<file path="src/dllcg_pkg.sv">
// What this block does
// [RQ1] simple macro outputs deskewed source copy
// [RQ2] unity output 50/50 unless correction off
// [RQ3] simple macro hides reset, lock, mult, div
// [RQ4] source clock from same-edge input buffer only
// [RQ5] feedback only from unity or doubled output
// [RQ6] external feedback uses doubled, drives pads only
// [RQ7] lock drops within four source cycles of reset
// [RQ8] reset active high, driven, never floating
// [RQ9] reset zeroes taps; outputs may glitch
// [RQ10] reset loop after frequency or setup change
// [RQ11] locked doubled output: 2x, 50/50
// [RQ12] unlocked doubled output: 1x, 25/75
// [RQ13] high-frequency variant has no doubled output
// [RQ14] divided output divides by configured ratio
// [RQ15] divided output 50/50 for every ratio
// [RQ16] optionally hold configuration done until lock
// [RQ17] lock only while feedback aligns source
// [RQ18] unity output source-rate, aligned when locked
package dllcg_pkg;
    // ************************************************
    // widths and counts
    // ************************************************
    localparam int unsigned DLLCG_PER_W     = 8;
    localparam int unsigned DLLCG_TAP_W     = 6;
    localparam int unsigned DLLCG_TAPS      = 64;
    localparam int unsigned DLLCG_LOCK_EDGES = 8;
    localparam int unsigned DLLCG_SYNC      = 2;
    localparam int unsigned DLLCG_NET_DLY   = 5;
    localparam int unsigned DLLCG_RST_HOLD  = 16;
    localparam int unsigned DLLCG_LOCK_MAX_SRC = 4;
    localparam logic [DLLCG_TAP_W-1:0] DLLCG_TAP_RST = 6'h00;

    // ************************************************
    // divide ratio codes, ratio held as 2*N
    // ************************************************
    localparam logic [2:0] DLLCG_DIV_1P5 = 3'h0;
    localparam logic [2:0] DLLCG_DIV_2   = 3'h1;
    localparam logic [2:0] DLLCG_DIV_2P5 = 3'h2;
    localparam logic [2:0] DLLCG_DIV_3   = 3'h3;
    localparam logic [2:0] DLLCG_DIV_4   = 3'h4;
    localparam logic [2:0] DLLCG_DIV_5   = 3'h5;
    localparam logic [2:0] DLLCG_DIV_8   = 3'h6;
    localparam logic [2:0] DLLCG_DIV_16  = 3'h7;
    localparam logic [2:0] DLLCG_DIV_RST = 3'h1;

    typedef enum logic {DLLCG_SEARCH, DLLCG_LOCKED} dllcg_lock_e;
endpackage

</file>
<file path="src/dllcg_if.sv">
interface dllcg_if;
    import dllcg_pkg::*;
    logic src;
    logic fb;
    logic loop_rst;
    logic unity;
    logic doubled;
    logic divided;
    logic locked;

    modport dev (
        input  src,
        input  fb,
        input  loop_rst,
        output unity,
        output doubled,
        output divided,
        output locked
    );

    modport net (
        output src,
        output fb,
        output loop_rst,
        input  unity,
        input  doubled,
        input  divided,
        input  locked
    );
endinterface

</file>
<file path="src/dllcg_div.sv">
module dllcg_div
    import dllcg_pkg::*;
#(
    parameter int unsigned PW = DLLCG_PER_W
) (
    // clock and reset
    input  wire logic          clk_i,
    input  wire logic          sys_rst_i,
    // control
    input  wire logic          clr_i,
    input  wire logic          edge_i,
    input  wire logic [PW-1:0] per_i,
    input  wire logic [2:0]    sel_i,
    // output
    output logic               div_o
);
    logic [5:0]    n2;
    logic [PW+5:0] half;
    logic [PW+5:0] cnt_q;
    logic [5:0]    nedge_q;

    always_comb begin
        case (sel_i)
            DLLCG_DIV_1P5: n2 = 6'h03;
            DLLCG_DIV_2:   n2 = 6'h04;
            DLLCG_DIV_2P5: n2 = 6'h05;
            DLLCG_DIV_3:   n2 = 6'h06;
            DLLCG_DIV_4:   n2 = 6'h08;
            DLLCG_DIV_5:   n2 = 6'h0A;
            DLLCG_DIV_8:   n2 = 6'h10;
            default:       n2 = 6'h20;
        endcase
    end

    // half output period = N*P/2 cycles: equal halves give 50/50
    assign half = (PW+6)'(({6'h00, per_i} * {{PW{1'b0}}, n2}) >> 2); // [RQ14] [RQ15]

    // realign to a source edge each whole output period for integer ratios only;
    // fractional ratios are never realigned and run on the counter alone
    always_ff @(posedge clk_i or posedge sys_rst_i) begin
        if (sys_rst_i) begin
            cnt_q   <= '0;
            div_o   <= 1'b0;
            nedge_q <= '0;
        end else if (clr_i) begin
            cnt_q   <= '0;
            div_o   <= 1'b0;
            nedge_q <= '0;
        end else if (edge_i && nedge_q == 6'(n2 >> 1) - 6'h01 && !n2[0]) begin
            cnt_q   <= '0;
            div_o   <= 1'b1;
            nedge_q <= '0;
        end else begin
            if (edge_i) begin
                nedge_q <= nedge_q + 6'h01;
            end
            if (half != '0 && cnt_q >= half - 1'b1) begin
                cnt_q <= '0;
                div_o <= ~div_o; // [RQ15]
            end else begin
                cnt_q <= cnt_q + 1'b1;
            end
        end
    end
endmodule

</file>
<file path="src/dllcg_loop.sv">
module dllcg_loop
    import dllcg_pkg::*;
#(
    parameter bit          SIMPLE    = 1'b0,
    parameter bit          HF_VAR    = 1'b0,
    parameter bit          HOLD_CFG  = 1'b1,
    parameter int unsigned PW        = DLLCG_PER_W
) (
    // clock and reset
    input  wire logic      clk_i,
    input  wire logic      sys_rst_i,
    // link to clock network
    dllcg_if.dev           lnk,
    // user side
    input  wire logic      dcc_en_i,
    input  wire logic [2:0] div_sel_i,
    output logic           cfg_done_o,
    output logic [DLLCG_TAP_W-1:0] tap_o
);
    // ************************************************
    // source period measurement
    // ************************************************
    logic          src_q;
    logic          src_rise;
    logic [PW-1:0] pcnt_q;
    logic [PW-1:0] per_q;
    logic          rst_eff;

    // the simple macro has no reset pin
    assign rst_eff  = SIMPLE ? 1'b0 : lnk.loop_rst; // [RQ3] [RQ8]
    assign src_rise = lnk.src & ~src_q;

    always_ff @(posedge clk_i or posedge sys_rst_i) begin
        if (sys_rst_i) begin
            src_q  <= 1'b0;
            pcnt_q <= '0;
            per_q  <= '0;
        end else begin
            src_q <= lnk.src;
            if (src_rise) begin
                pcnt_q <= '0;
                per_q  <= pcnt_q + 1'b1;
            end else if (pcnt_q != '1) begin
                pcnt_q <= pcnt_q + 1'b1;
            end
        end
    end

    // ************************************************
    // delay tap line
    // ************************************************
    logic [DLLCG_TAPS-1:0]  line_q;
    logic [DLLCG_TAP_W-1:0] tap_q;
    logic                   dl_raw;
    logic                   dl_q;
    logic                   dl_rise;

    always_ff @(posedge clk_i or posedge sys_rst_i) begin
        if (sys_rst_i) begin
            line_q <= '0;
            dl_q   <= 1'b0;
        end else begin
            line_q <= {line_q[DLLCG_TAPS-2:0], lnk.src};
            dl_q   <= dl_raw;
        end
    end

    assign dl_raw  = line_q[tap_q]; // [RQ1]
    assign dl_rise = dl_raw & ~dl_q;

    // ************************************************
    // phase detector and lock
    // ************************************************
    dllcg_lock_e                      lk_q;
    logic                             fb_q;
    logic                             fb_rise;
    logic                             fb_seen_q;
    logic [$clog2(DLLCG_LOCK_EDGES):0] good_q;
    logic                             aligned;

    assign fb_rise = lnk.fb & ~fb_q;
    // a feedback edge in the same cycle or one cycle earlier counts as aligned:
    // the sampled loop cannot resolve finer than one cycle
    assign aligned = src_rise & (fb_rise | fb_seen_q);

    always_ff @(posedge clk_i or posedge sys_rst_i) begin
        if (sys_rst_i) begin
            fb_q      <= 1'b0;
            fb_seen_q <= 1'b0;
        end else begin
            fb_q      <= lnk.fb;
            fb_seen_q <= fb_rise;
        end
    end

    // tap search: each misaligned source edge in DLLCG_SEARCH steps one tap later, or back to DLLCG_TAP_RST from the last tap or a tap of per_q or above
    always_ff @(posedge clk_i or posedge sys_rst_i) begin
        if (sys_rst_i) begin
            tap_q <= DLLCG_TAP_RST;
        end else if (rst_eff) begin
            tap_q <= DLLCG_TAP_RST; // [RQ9]
        end else if (src_rise && !aligned && lk_q == DLLCG_SEARCH) begin
            if (tap_q == DLLCG_TAP_W'(DLLCG_TAPS - 1) ||
                    {2'b00, tap_q} >= per_q) begin
                tap_q <= DLLCG_TAP_RST;
            end else begin
                tap_q <= tap_q + 1'b1;
            end
        end
    end

    always_ff @(posedge clk_i or posedge sys_rst_i) begin
        if (sys_rst_i) begin
            lk_q   <= DLLCG_SEARCH;
            good_q <= '0;
        end else if (rst_eff) begin
            lk_q   <= DLLCG_SEARCH; // [RQ7]
            good_q <= '0;
        end else if (src_rise) begin
            case (lk_q)
                DLLCG_SEARCH: begin
                    if (!aligned) begin
                        good_q <= '0;
                    end else if (good_q == DLLCG_LOCK_EDGES - 1) begin
                        lk_q <= DLLCG_LOCKED; // [RQ17]
                    end else begin
                        good_q <= good_q + 1'b1;
                    end
                end
                DLLCG_LOCKED: begin
                    if (!aligned) begin
                        lk_q   <= DLLCG_SEARCH; // [RQ17]
                        good_q <= '0;
                    end
                end
                default: lk_q <= DLLCG_SEARCH;
            endcase
        end
    end

    // ************************************************
    // output shaping
    // ************************************************
    logic [PW-1:0] ph_q;
    logic [PW-1:0] hp;
    logic [PW-1:0] qp;
    logic [PW-1:0] ph_h;
    logic          unity_d;
    logic          dbl_d;
    logic          locked;

    assign locked = (lk_q == DLLCG_LOCKED);
    assign hp     = per_q >> 1;
    assign qp     = per_q >> 2;
    // phase counted from the delayed edge itself, so both pulses of
    // the doubled clock get a full quarter period
    assign ph_h   = (ph_q >= hp - 1'b1) ? ph_q - (hp - 1'b1) : ph_q + 1'b1;

    always_ff @(posedge clk_i or posedge sys_rst_i) begin
        if (sys_rst_i) begin
            ph_q <= '0;
        end else if (dl_rise) begin
            ph_q <= '0;
        end else if (ph_q != '1) begin
            ph_q <= ph_q + 1'b1;
        end
    end

    always_comb begin
        // phase restarts on each delayed source edge
        unity_d = dcc_en_i ? (dl_rise | (ph_q < hp - 1'b1)) : dl_raw; // [RQ2] [RQ18]
        if (SIMPLE || HF_VAR) begin
            dbl_d = 1'b0; // [RQ3] [RQ13]
        end else if (locked) begin
            dbl_d = dl_rise | (ph_h < qp); // [RQ11]
        end else begin
            dbl_d = dl_rise | (ph_q < qp - 1'b1); // [RQ12]
        end
    end

    always_ff @(posedge clk_i or posedge sys_rst_i) begin
        if (sys_rst_i) begin
            lnk.unity   <= 1'b0;
            lnk.doubled <= 1'b0;
            lnk.locked  <= 1'b0;
            cfg_done_o  <= 1'b0;
            tap_o       <= DLLCG_TAP_RST;
        end else begin
            lnk.unity   <= unity_d; // [RQ1]
            lnk.doubled <= dbl_d;
            lnk.locked  <= SIMPLE ? 1'b0 : locked; // [RQ3]
            cfg_done_o  <= HOLD_CFG ? locked : 1'b1; // [RQ16]
            tap_o       <= tap_q;
        end
    end

    // ************************************************
    // divided output
    // ************************************************
    logic div_q;

    dllcg_div #(
        .PW (PW)
    ) u_div (
        .clk_i     (clk_i),
        .sys_rst_i (sys_rst_i),
        .clr_i     (rst_eff | SIMPLE),
        .edge_i    (dl_rise),
        .per_i     (per_q),
        .sel_i     (div_sel_i),
        .div_o     (div_q)
    );

    assign lnk.divided = div_q; // [RQ14] [RQ3]
endmodule

</file>
<file path="src/flat_wrapper.sv">
// flat-port wrapper written by rule: the top's interface ports become plain ports
module dllcg_loop_flat import dllcg_pkg::*;
#(
    parameter bit          SIMPLE    = 1'b0,
    parameter bit          HF_VAR    = 1'b0,
    parameter bit          HOLD_CFG  = 1'b1,
    parameter int unsigned PW        = DLLCG_PER_W
)
  (clk_i, sys_rst_i, dcc_en_i, div_sel_i, cfg_done_o, tap_o, lnk_src, lnk_fb, lnk_loop_rst, lnk_unity, lnk_doubled, lnk_divided, lnk_locked);
  dllcg_if lnk_i ();
  input  wire logic clk_i;
  input  wire logic sys_rst_i;
  input  wire logic dcc_en_i;
  input  wire logic [2:0] div_sel_i;
  output logic cfg_done_o;
  output logic [DLLCG_TAP_W-1:0] tap_o;
  input wire logic [$bits(lnk_i.src)-1:0] lnk_src;
  input wire logic [$bits(lnk_i.fb)-1:0] lnk_fb;
  input wire logic [$bits(lnk_i.loop_rst)-1:0] lnk_loop_rst;
  output wire logic [$bits(lnk_i.unity)-1:0] lnk_unity;
  output wire logic [$bits(lnk_i.doubled)-1:0] lnk_doubled;
  output wire logic [$bits(lnk_i.divided)-1:0] lnk_divided;
  output wire logic [$bits(lnk_i.locked)-1:0] lnk_locked;
  assign lnk_i.src = lnk_src;
  assign lnk_i.fb = lnk_fb;
  assign lnk_i.loop_rst = lnk_loop_rst;
  assign lnk_unity = lnk_i.unity;
  assign lnk_doubled = lnk_i.doubled;
  assign lnk_divided = lnk_i.divided;
  assign lnk_locked = lnk_i.locked;
  dllcg_loop #(.SIMPLE(SIMPLE), .HF_VAR(HF_VAR), .HOLD_CFG(HOLD_CFG), .PW(PW)) u_core (.clk_i(clk_i), .sys_rst_i(sys_rst_i), .lnk(lnk_i), .dcc_en_i(dcc_en_i), .div_sel_i(div_sel_i), .cfg_done_o(cfg_done_o), .tap_o(tap_o));
endmodule
</file>
<file path="config.mk">
export PLATFORM = sky130hd
export DESIGN_NAME = dllcg_loop_flat
export DESIGN_NICKNAME = d
export VERILOG_FILES = /design/src/dllcg_pkg.sv /design/src/dllcg_if.sv /design/src/dllcg_div.sv /design/src/dllcg_loop.sv /design/src/flat_wrapper.sv
export SDC_FILE = /design/constraint.sdc
export NUM_CORES = 1
export LEC_CHECK = 0
export ABC_AREA = 1
export BUFFER_PORTS_ARGS = -buffer_cell sky130_fd_sc_hd__buf_4
export CORE_ASPECT_RATIO = 1.5
export CORE_MARGIN = 4
export CORE_UTILIZATION = 40
export CTS_CLUSTER_SIZE = 24
export DETAILED_ROUTE_END_ITERATION = 12
export GPL_TIMING_DRIVEN = 0
export PLACE_DENSITY = 0.55
export SYNTH_ARGS = -nofsm -noshare
export SYNTH_HDL_FRONTEND = slang
export SYNTH_SLANG_ARGS = --single-unit
</file>
<file path="constraint.sdc">
create_clock -name clk_i -period 5.8 [get_ports clk_i]
set_input_delay 1.74 -clock clk_i [delete_from_list [all_inputs] [get_ports clk_i]]
set_output_delay 1.74 -clock clk_i [all_outputs]
set_load 0.1 [all_outputs]
</file>
**Word level (Yosys, flattened, before mapping)**

Index checks and enable logic that the tools add are counted.
Widths: inputs -> output; s select.

- Output and inout bits: 11
- Bits of input ports: 9
- Word-level logic and storage cells: 114
- Bits in latches: 0
- Memories: 0
- RAM bits: 0
- Flip-flop bits (word level): 133
- Bits in read-only memories: 0

- Eq/ne operators: 13
- Reductions and logical operators: 17
- Mux-type cells: 34
- Multipliers: 1
- Shift operators: 0
- $lt $le $gt $ge: 7
- Bitwise gates (word level): 13
- Add/subtract/negate cells: 11
- Div/mod/pow operators: 0

Operators with widths:

| operator | count |
|---|---|
| $mux 14 | 3 |
| $pmux 6 s7 | 1 |
| $mux 8 | 5 |
| $mux 6 | 6 |
| $mux 4 | 5 |
| $add 8x1->8 const B | 2 |
| $lt 8x8->1 | 2 |
| $ne 8x8->1 const B | 2 |
| $add 14x1->14 const B | 1 |
| $ge 14x14->1 | 1 |
| $mul 8x6->14 | 1 |
| $reduce_bool 14->1 | 1 |
| $sub 12x1->13 const B | 1 |
| $add 6x1->6 const B | 2 |
| $mux 1 | 11 |
| $eq 3x3->1 const B | 3 |
| $ge 6x8->1 | 1 |
| $ge 8x8->1 | 1 |
| $lt 8x6->1 | 1 |
| $pmux 4 s2 | 1 |
| $reduce_bool 2->1 | 4 |
| $sub 7x1->8 const B | 1 |
| $sub 8x8->8 | 1 |
| $lt 6x7->1 const B | 1 |
| 21 further kinds | 38 |

**Depth between registers and ports, before layout**

- Word-level depth: 9
- Mapped depth: 35
- Depth with buffers taken out: 35

**By module**

From an unflattened synthesis, not the netlist that was laid out.

- Cell total of the unflattened synthesis: 1043
- Area, all modules: 8708.4 sq um

Modules (own cells, without submodules):

| module | sequential area each (sq um) | instances | area an instance (sq um) | cells each |
|---|---|---|---|---|
| dllcg_loop | 2777.7 | 1 | 5365.1 | 583 |
| dllcg_div | 525.5 | 1 | 3343.2 | 460 |

**Worst setup path before layout**

Ideal clock, no wire load.

- Kind: in2reg
- Start: in div_sel_i[2]
- End: reg u_core.u_div.cnt_q[9]
- Cell stages on the path: 32
- Setup time: 0.069 ns
- Path buffers: 3
- Data required time: 5.731 ns
- Setup slack: -0.922 ns
- Data arrival time: 6.654 ns
- Cells stage by stage: buf_4 > inv_1 > or2_2 > clkbuf_1 > nor2_1 > fa_1 > fa_1 > inv_1 > fa_1 > inv_1 > ha_1 > nand2_1 > nand2_1 > inv_1 > nand2_1 > nand2_1 > and2_1 > nand2_1 > nor2_1 > nand3_1 > nor2_1 > nand3_1 > xor2_1 > ha_1 > a21oi_1 > o21ai_0 > a21oi_1 > nand3_1 > nand2_2 > nand3_4 > buf_12 > nor2_2

- Longest elaborated chain between the ends: 9
- Elaborated cells on any way between the ends: 21
- Classes of those cells: add/sub: 2; mul: 1; order compare: 1; eq/ne: 7; mux: 4; reduce/logical: 6

Ends and longest elaborated chain:

| what | RTL line | RTL |
|---|---|---|
| start, declared | flat_wrapper.sv:14 | `input wire logic [2:0] div_sel_i;` |
| $eq 3x3->1, or another cell as far along | dllcg_div.sv:23 | `case (sel_i)` |
| $pmux 6 s7 (*) | dllcg_div.sv:23 |  |
| $mul 8x6->14 | dllcg_div.sv:36 | `assign half = (PW+6)'(({6'h00, per_i} * {{PW{1'b0}}, n2}) >> 2);` |
| $sub 12x1->13 | dllcg_div.sv:57 | `if (half != '0 && cnt_q >= half - 1'b1) begin` |
| $ge 14x14->1 | dllcg_div.sv:57 |  |
| $logic_and 1x1->1 | dllcg_div.sv:57 |  |
| $mux 14 | dllcg_div.sv:57 |  |
| $mux 14 (*) | dllcg_div.sv:49 | `end else if (edge_i && nedge_q == 6'(n2 >> 1) - 6'h01 && !n2[0]) begin` |
| $mux 14 (*) | dllcg_div.sv:45 | `end else if (clr_i) begin` |
| end signal, assigned | dllcg_div.sv:61 | `cnt_q <= cnt_q + 1'b1;` |
| end, declared | dllcg_div.sv:19 | `logic [PW+5:0] cnt_q;` |

Every way passes the cells marked *; elsewhere a longest branch is shown, timed or not.
A chain may end at the register's enable or synchronous reset.

**Worst setup path in the final report**

- Start: in div_sel_i[1]
- End: reg u_core.u_div.cnt_q[2]

The elaborated chain is that of the path after synthesis.

==> impl_metrics.sql <==
INSERT INTO impl_metrics (metric_group, metric, value, unit) VALUES
('cells_and_area', 'area_growth_syn_to_layout', '17.4', '%'),
('power', 'clkPwrFrac', '27.2', '%'),
('floorplan', 'floorplan.die.width', '128', 'um'),
('power', 'post-layout-total-power', '0.00400', 'W'),
('power', 'p_comb_share', '46.1', '%'),
('floorplan', 'placement_rows', '65', ''),
('yosys', 'yosysWarningCount', '0', ''),
('power', 'intPower', '0.00236', 'W'),
('yosys', 'yosys_register_bits', '132', ''),
('critical_path', 'path_max_fanout', '6', ''),
('cells_and_area', 'antenna-diode-count', '0', ''),
('sta', 'fin_ws', '-0.469', 'ns'),
('global_routing', 'antenna_found_initial', '0', ''),
('cells_and_area', 'nets', '1217', ''),
('power', 'seq_power_share', '26.7', '%'),
('sta', 'timing_worst_slew_pin_value', '0.592', 'ns'),
('yosys', 'syn-cell-area', '0.00870', 'mm^2'),
('critical_path', 'startpoint_type', 'primary input', ''),
('power', 'net-switching-power', '0.00164', 'W'),
('run_status', 'violations', 'negative setup slack', ''),
('clock_tree', 'cts_hold_buffers_added', '0', ''),
('power', 'vdd_drop_max', '0.364', 'mV'),
('power', 'power_density', '392', 'mW/mm^2'),
('floorplan', 'core_region_area', '0.0212', 'mm^2'),
('cells_and_area', 'final_util', '48.1', '%'),
('critical_path', 'worstPathBufferInverterCount', '7', ''),
('run_status', 'run_status', 'complete, but fails checks', ''),
('cells_and_area', 'post_route_cells_drive_above_1_share', '15.1', '%'),
('placed_design', 'hpwlAfterDp', '15.2', 'mm'),
('sta', 'setup_tns', '-6.76', 'ns'),
('global_routing', 'largest_net_degree_at_the_start_of_global_routing', '87', ''),
('detailed_routing', 'first_pass_drt_iterations', '4', ''),
('global_routing', 'grt_pass1_vias', '6967', ''),
('placed_design', 'placement.io_buffers', '18', ''),
('critical_path', 'timing.critical_path.required', '6.17', 'ns'),
('clock_tree', 'clock_sinks', '132', ''),
('global_routing', 'globalRouteOverflowTotal', '0', ''),
('cells_and_area', 'final.fill_count', '2092', ''),
('detailed_routing', 'dr.first_iter.drc_count', '251', ''),
('yosys', 'syn_area_per_cell', '8.23', 'um^2'),
('clock_tree', 'htree_levels', '4', ''),
('critical_path', 'cp_slowest_stage_delay', '0.55', 'ns'),
('floorplan', 'boundaryPins', '20', ''),
('cells_and_area', 'seqCellArea', '0.00330', 'mm^2'),
('placed_design', 'place.gp.congestion', '0.844', ''),
('yosys', 'synthesis.instances', '1057', ''),
('clock_tree', 'cts.path.max_buffers', '2', ''),
('clock_tree', 'ctsRootBufferMaster', 'sky130_fd_sc_hd__clkbuf_16', ''),
('sta', 'finalClockSkew', '0.0126', 'ns'),
('power', 'power_switching_share', '41.1', '%'),
('cells_and_area', 'layout.cells.non_filler', '1392', ''),
('clock_tree', 'tritoncts', 'built', ''),
('sta', 'hold_viol_final', '0', ''),
('floorplan', 'die_area', '0.0242', 'mm^2'),
('detailed_routing', 'detail_route.wl_per_cell', '14.5', 'um'),
('detailed_routing', 'via_total_after_detailed_routing', '6828', ''),
('clock_tree', 'numCtsBuffers', '17', ''),
('floorplan', 'die_h', '189', 'um'),
('critical_path', 'critical-path-top-delay-family', 'adder cells', ''),
('global_routing', 'grtUsageTotal', '17.8', '%'),
('sta', 'finalSetupViolations', '15', ''),
('sta', 'slew_violations', '0', ''),
('detailed_routing', 'vias_per_cell', '4.91', ''),
('detailed_routing', 'wirelength', '20.2', 'mm'),
('detailed_routing', 'drc_errors', '0', ''),
('clock_tree', 'clock_latency_late_sink', '0.43', 'ns'),
('sta', 'fin_crit', '6.27', 'ns'),
('hold_path', 'worst_hold_path_type', 'register to register', ''),
('power', 'power.static_leakage', '5.02', 'nW'),
('cells_and_area', 'stdcell_area', '0.0102', 'mm^2'),
('sta', 'slew-limit-headroom', '60.5', '%');
==> synth_stat cells (all sizes together) <==
| library cell | count | area [um^2] |
|---|---|---|
| a211oi | 3 | 27.5 |
| a21o | 1 | 7.51 |
| a21oi | 36 | 188 |
| a22oi | 1 | 7.51 |
| and2 | 1 | 6.26 |
| and3 | 1 | 6.26 |
| buf | 14 | 138 |
| clkbuf | 8 | 30.0 |
| clkinv | 3 | 11.3 |
| dfrtp | 132 | 3300 |
| fa | 26 | 521 |
| ha | 71 | 888 |
| inv | 141 | 537 |
| mux2i | 1 | 10.0 |
| nand2 | 278 | 1070 |
| nand3 | 109 | 591 |
| nand3b | 5 | 37.5 |
| nand4 | 11 | 68.8 |
| nor2 | 98 | 445 |
| nor3 | 11 | 60.1 |
| nor3b | 1 | 7.51 |
| nor4 | 3 | 18.8 |
| o2111ai | 1 | 8.76 |
| o21a | 1 | 7.51 |
| o21ai | 36 | 184 |
| o21bai | 3 | 22.5 |
| o22ai | 4 | 25.0 |
| o31ai | 1 | 7.51 |
| o32ai | 1 | 8.76 |
| or2 | 6 | 37.5 |
| or3 | 1 | 6.26 |
| xnor2 | 9 | 78.8 |
| xor2 | 39 | 342 |
==> stage by stage <==
| step | hold slack (ns) | setup slack, ns |
|---|---|---|
| floorplan | 0.354 | -0.563 |
| global placement | 0.358 | -1.21 |
| detailed placement | 0.361 | -1.23 |
| CTS | 0.373 | -0.474 |
| global route | 0.383 | -0.766 |
| finish | 0.372 | -0.469 |
==> flip-flops by register name, summed over array words and instances, names as in the netlist, 4 cells and up <==
signal and flops:
u_core.good_q 4, u_core.line_q 64, u_core.pcnt_q 8, u_core.per_q 8, u_core.ph_q 8, u_core.tap_o 6, u_core.tap_q 6, u_core.u_div.cnt_q 14
u_core.u_div.nedge_q 6
==> kinds of logic after synthesis <==
group	after synthesis	synth area share [%]
multiplexers	1	0.115
adder cells (fa/ha/maj)	97	16.2
AND/OR/NAND/NOR	525	27.0
flip-flops	132	38.0
XOR/XNOR	48	4.83
buffers and inverters	166	8.22
AO/OA/AOI/OAI	88	5.68
==> timing repair <==
action	in CTS	in global routing
gates cloned	1	0
endpoints found under the setup margin	15	15
gates resized for setup	31	11
setup buffers	15	1
pin swaps	31	9
==> cells in the final DEF, fill, tap and decap left out, drive strengths merged, types with 2 or more instances in the layout <==
cell type | synthesis | final
inv | 141 | 146
ha | 71 | 71
o21ai | 36 | 36
o21bai | 3 | 3
a21oi | 36 | 36
a211oi | 3 | 3
clkinv | 3 | 5
nand3 | 109 | 109
bufinv | 0 | 2
nand3b | 5 | 5
xor2 | 39 | 39
nand2 | 278 | 278
clkinvlp | 0 | 4
fa | 26 | 26
nand4 | 11 | 11
or2 | 6 | 6
clkbuf | 8 | 26
buf | 14 | 50
xnor2 | 9 | 9
nor2 | 98 | 98
nor3 | 11 | 11
o22ai | 4 | 4
nor4 | 3 | 3
dfrtp | 132 | 132
==> power by group through the flow <==
| stage | logic, W | clock network (W) | registers [W] |
|---|---|---|---|
| 6_report | 0.00185 | 0.00109 | 0.00107 |
| 5_1_grt | 0.00212 | 0.00116 | 0.00108 |
| 4_1_cts | 0.00187 | 0.00111 | 0.00107 |
| 3_5_place_dp | 0.00180 | 0 | 0.00108 |
| 3_3_place_gp | 0.00177 | 0 | 0.00108 |
| 2_1_floorplan | 0.00136 | 0 | 0.00111 |
==> per-layer routing <==
layer | vias up | routed length, um | track usage, %
met4 | 0 | 394 | 5.88
met3 | 31 | 500 | 3.23
met5 | - | 0 | 0
met1 | 3231 | 8790 | 21.4
met2 | 75 | 10500 | 31.5
li1 | 3491 | - | -
==> area by class of cell <==
type	count	share of cell area, %
buffer	21	1.68
clock buffer	19	4.43
clock inverter	13	1.45
inverter	144	5.44
multi-input combinational	759	48.0
sequential	132	32.3
tap	268	3.28
timing repair buffer	36	3.39
==> path summary, 6_finish.rpt <==
check,startpoint,endpoint,slack (ns),cells after the start
max,div_sel_i[1],u_core.u_div.cnt_q[2],-0.47,35
max in group asynchronous,sys_rst_i,u_core.good_q[1],3.69,3
min in group asynchronous,sys_rst_i,u_core.tap_o[4],1.33,2
min reg2reg,u_core.line_q[60],u_core.line_q[61],0.37,0
max reg2reg,u_core.per_q[5],u_core.u_div.cnt_q[2],0.43,29
min,u_core.line_q[60],u_core.line_q[61],0.37,0
(Power assumes the default switching activity.)
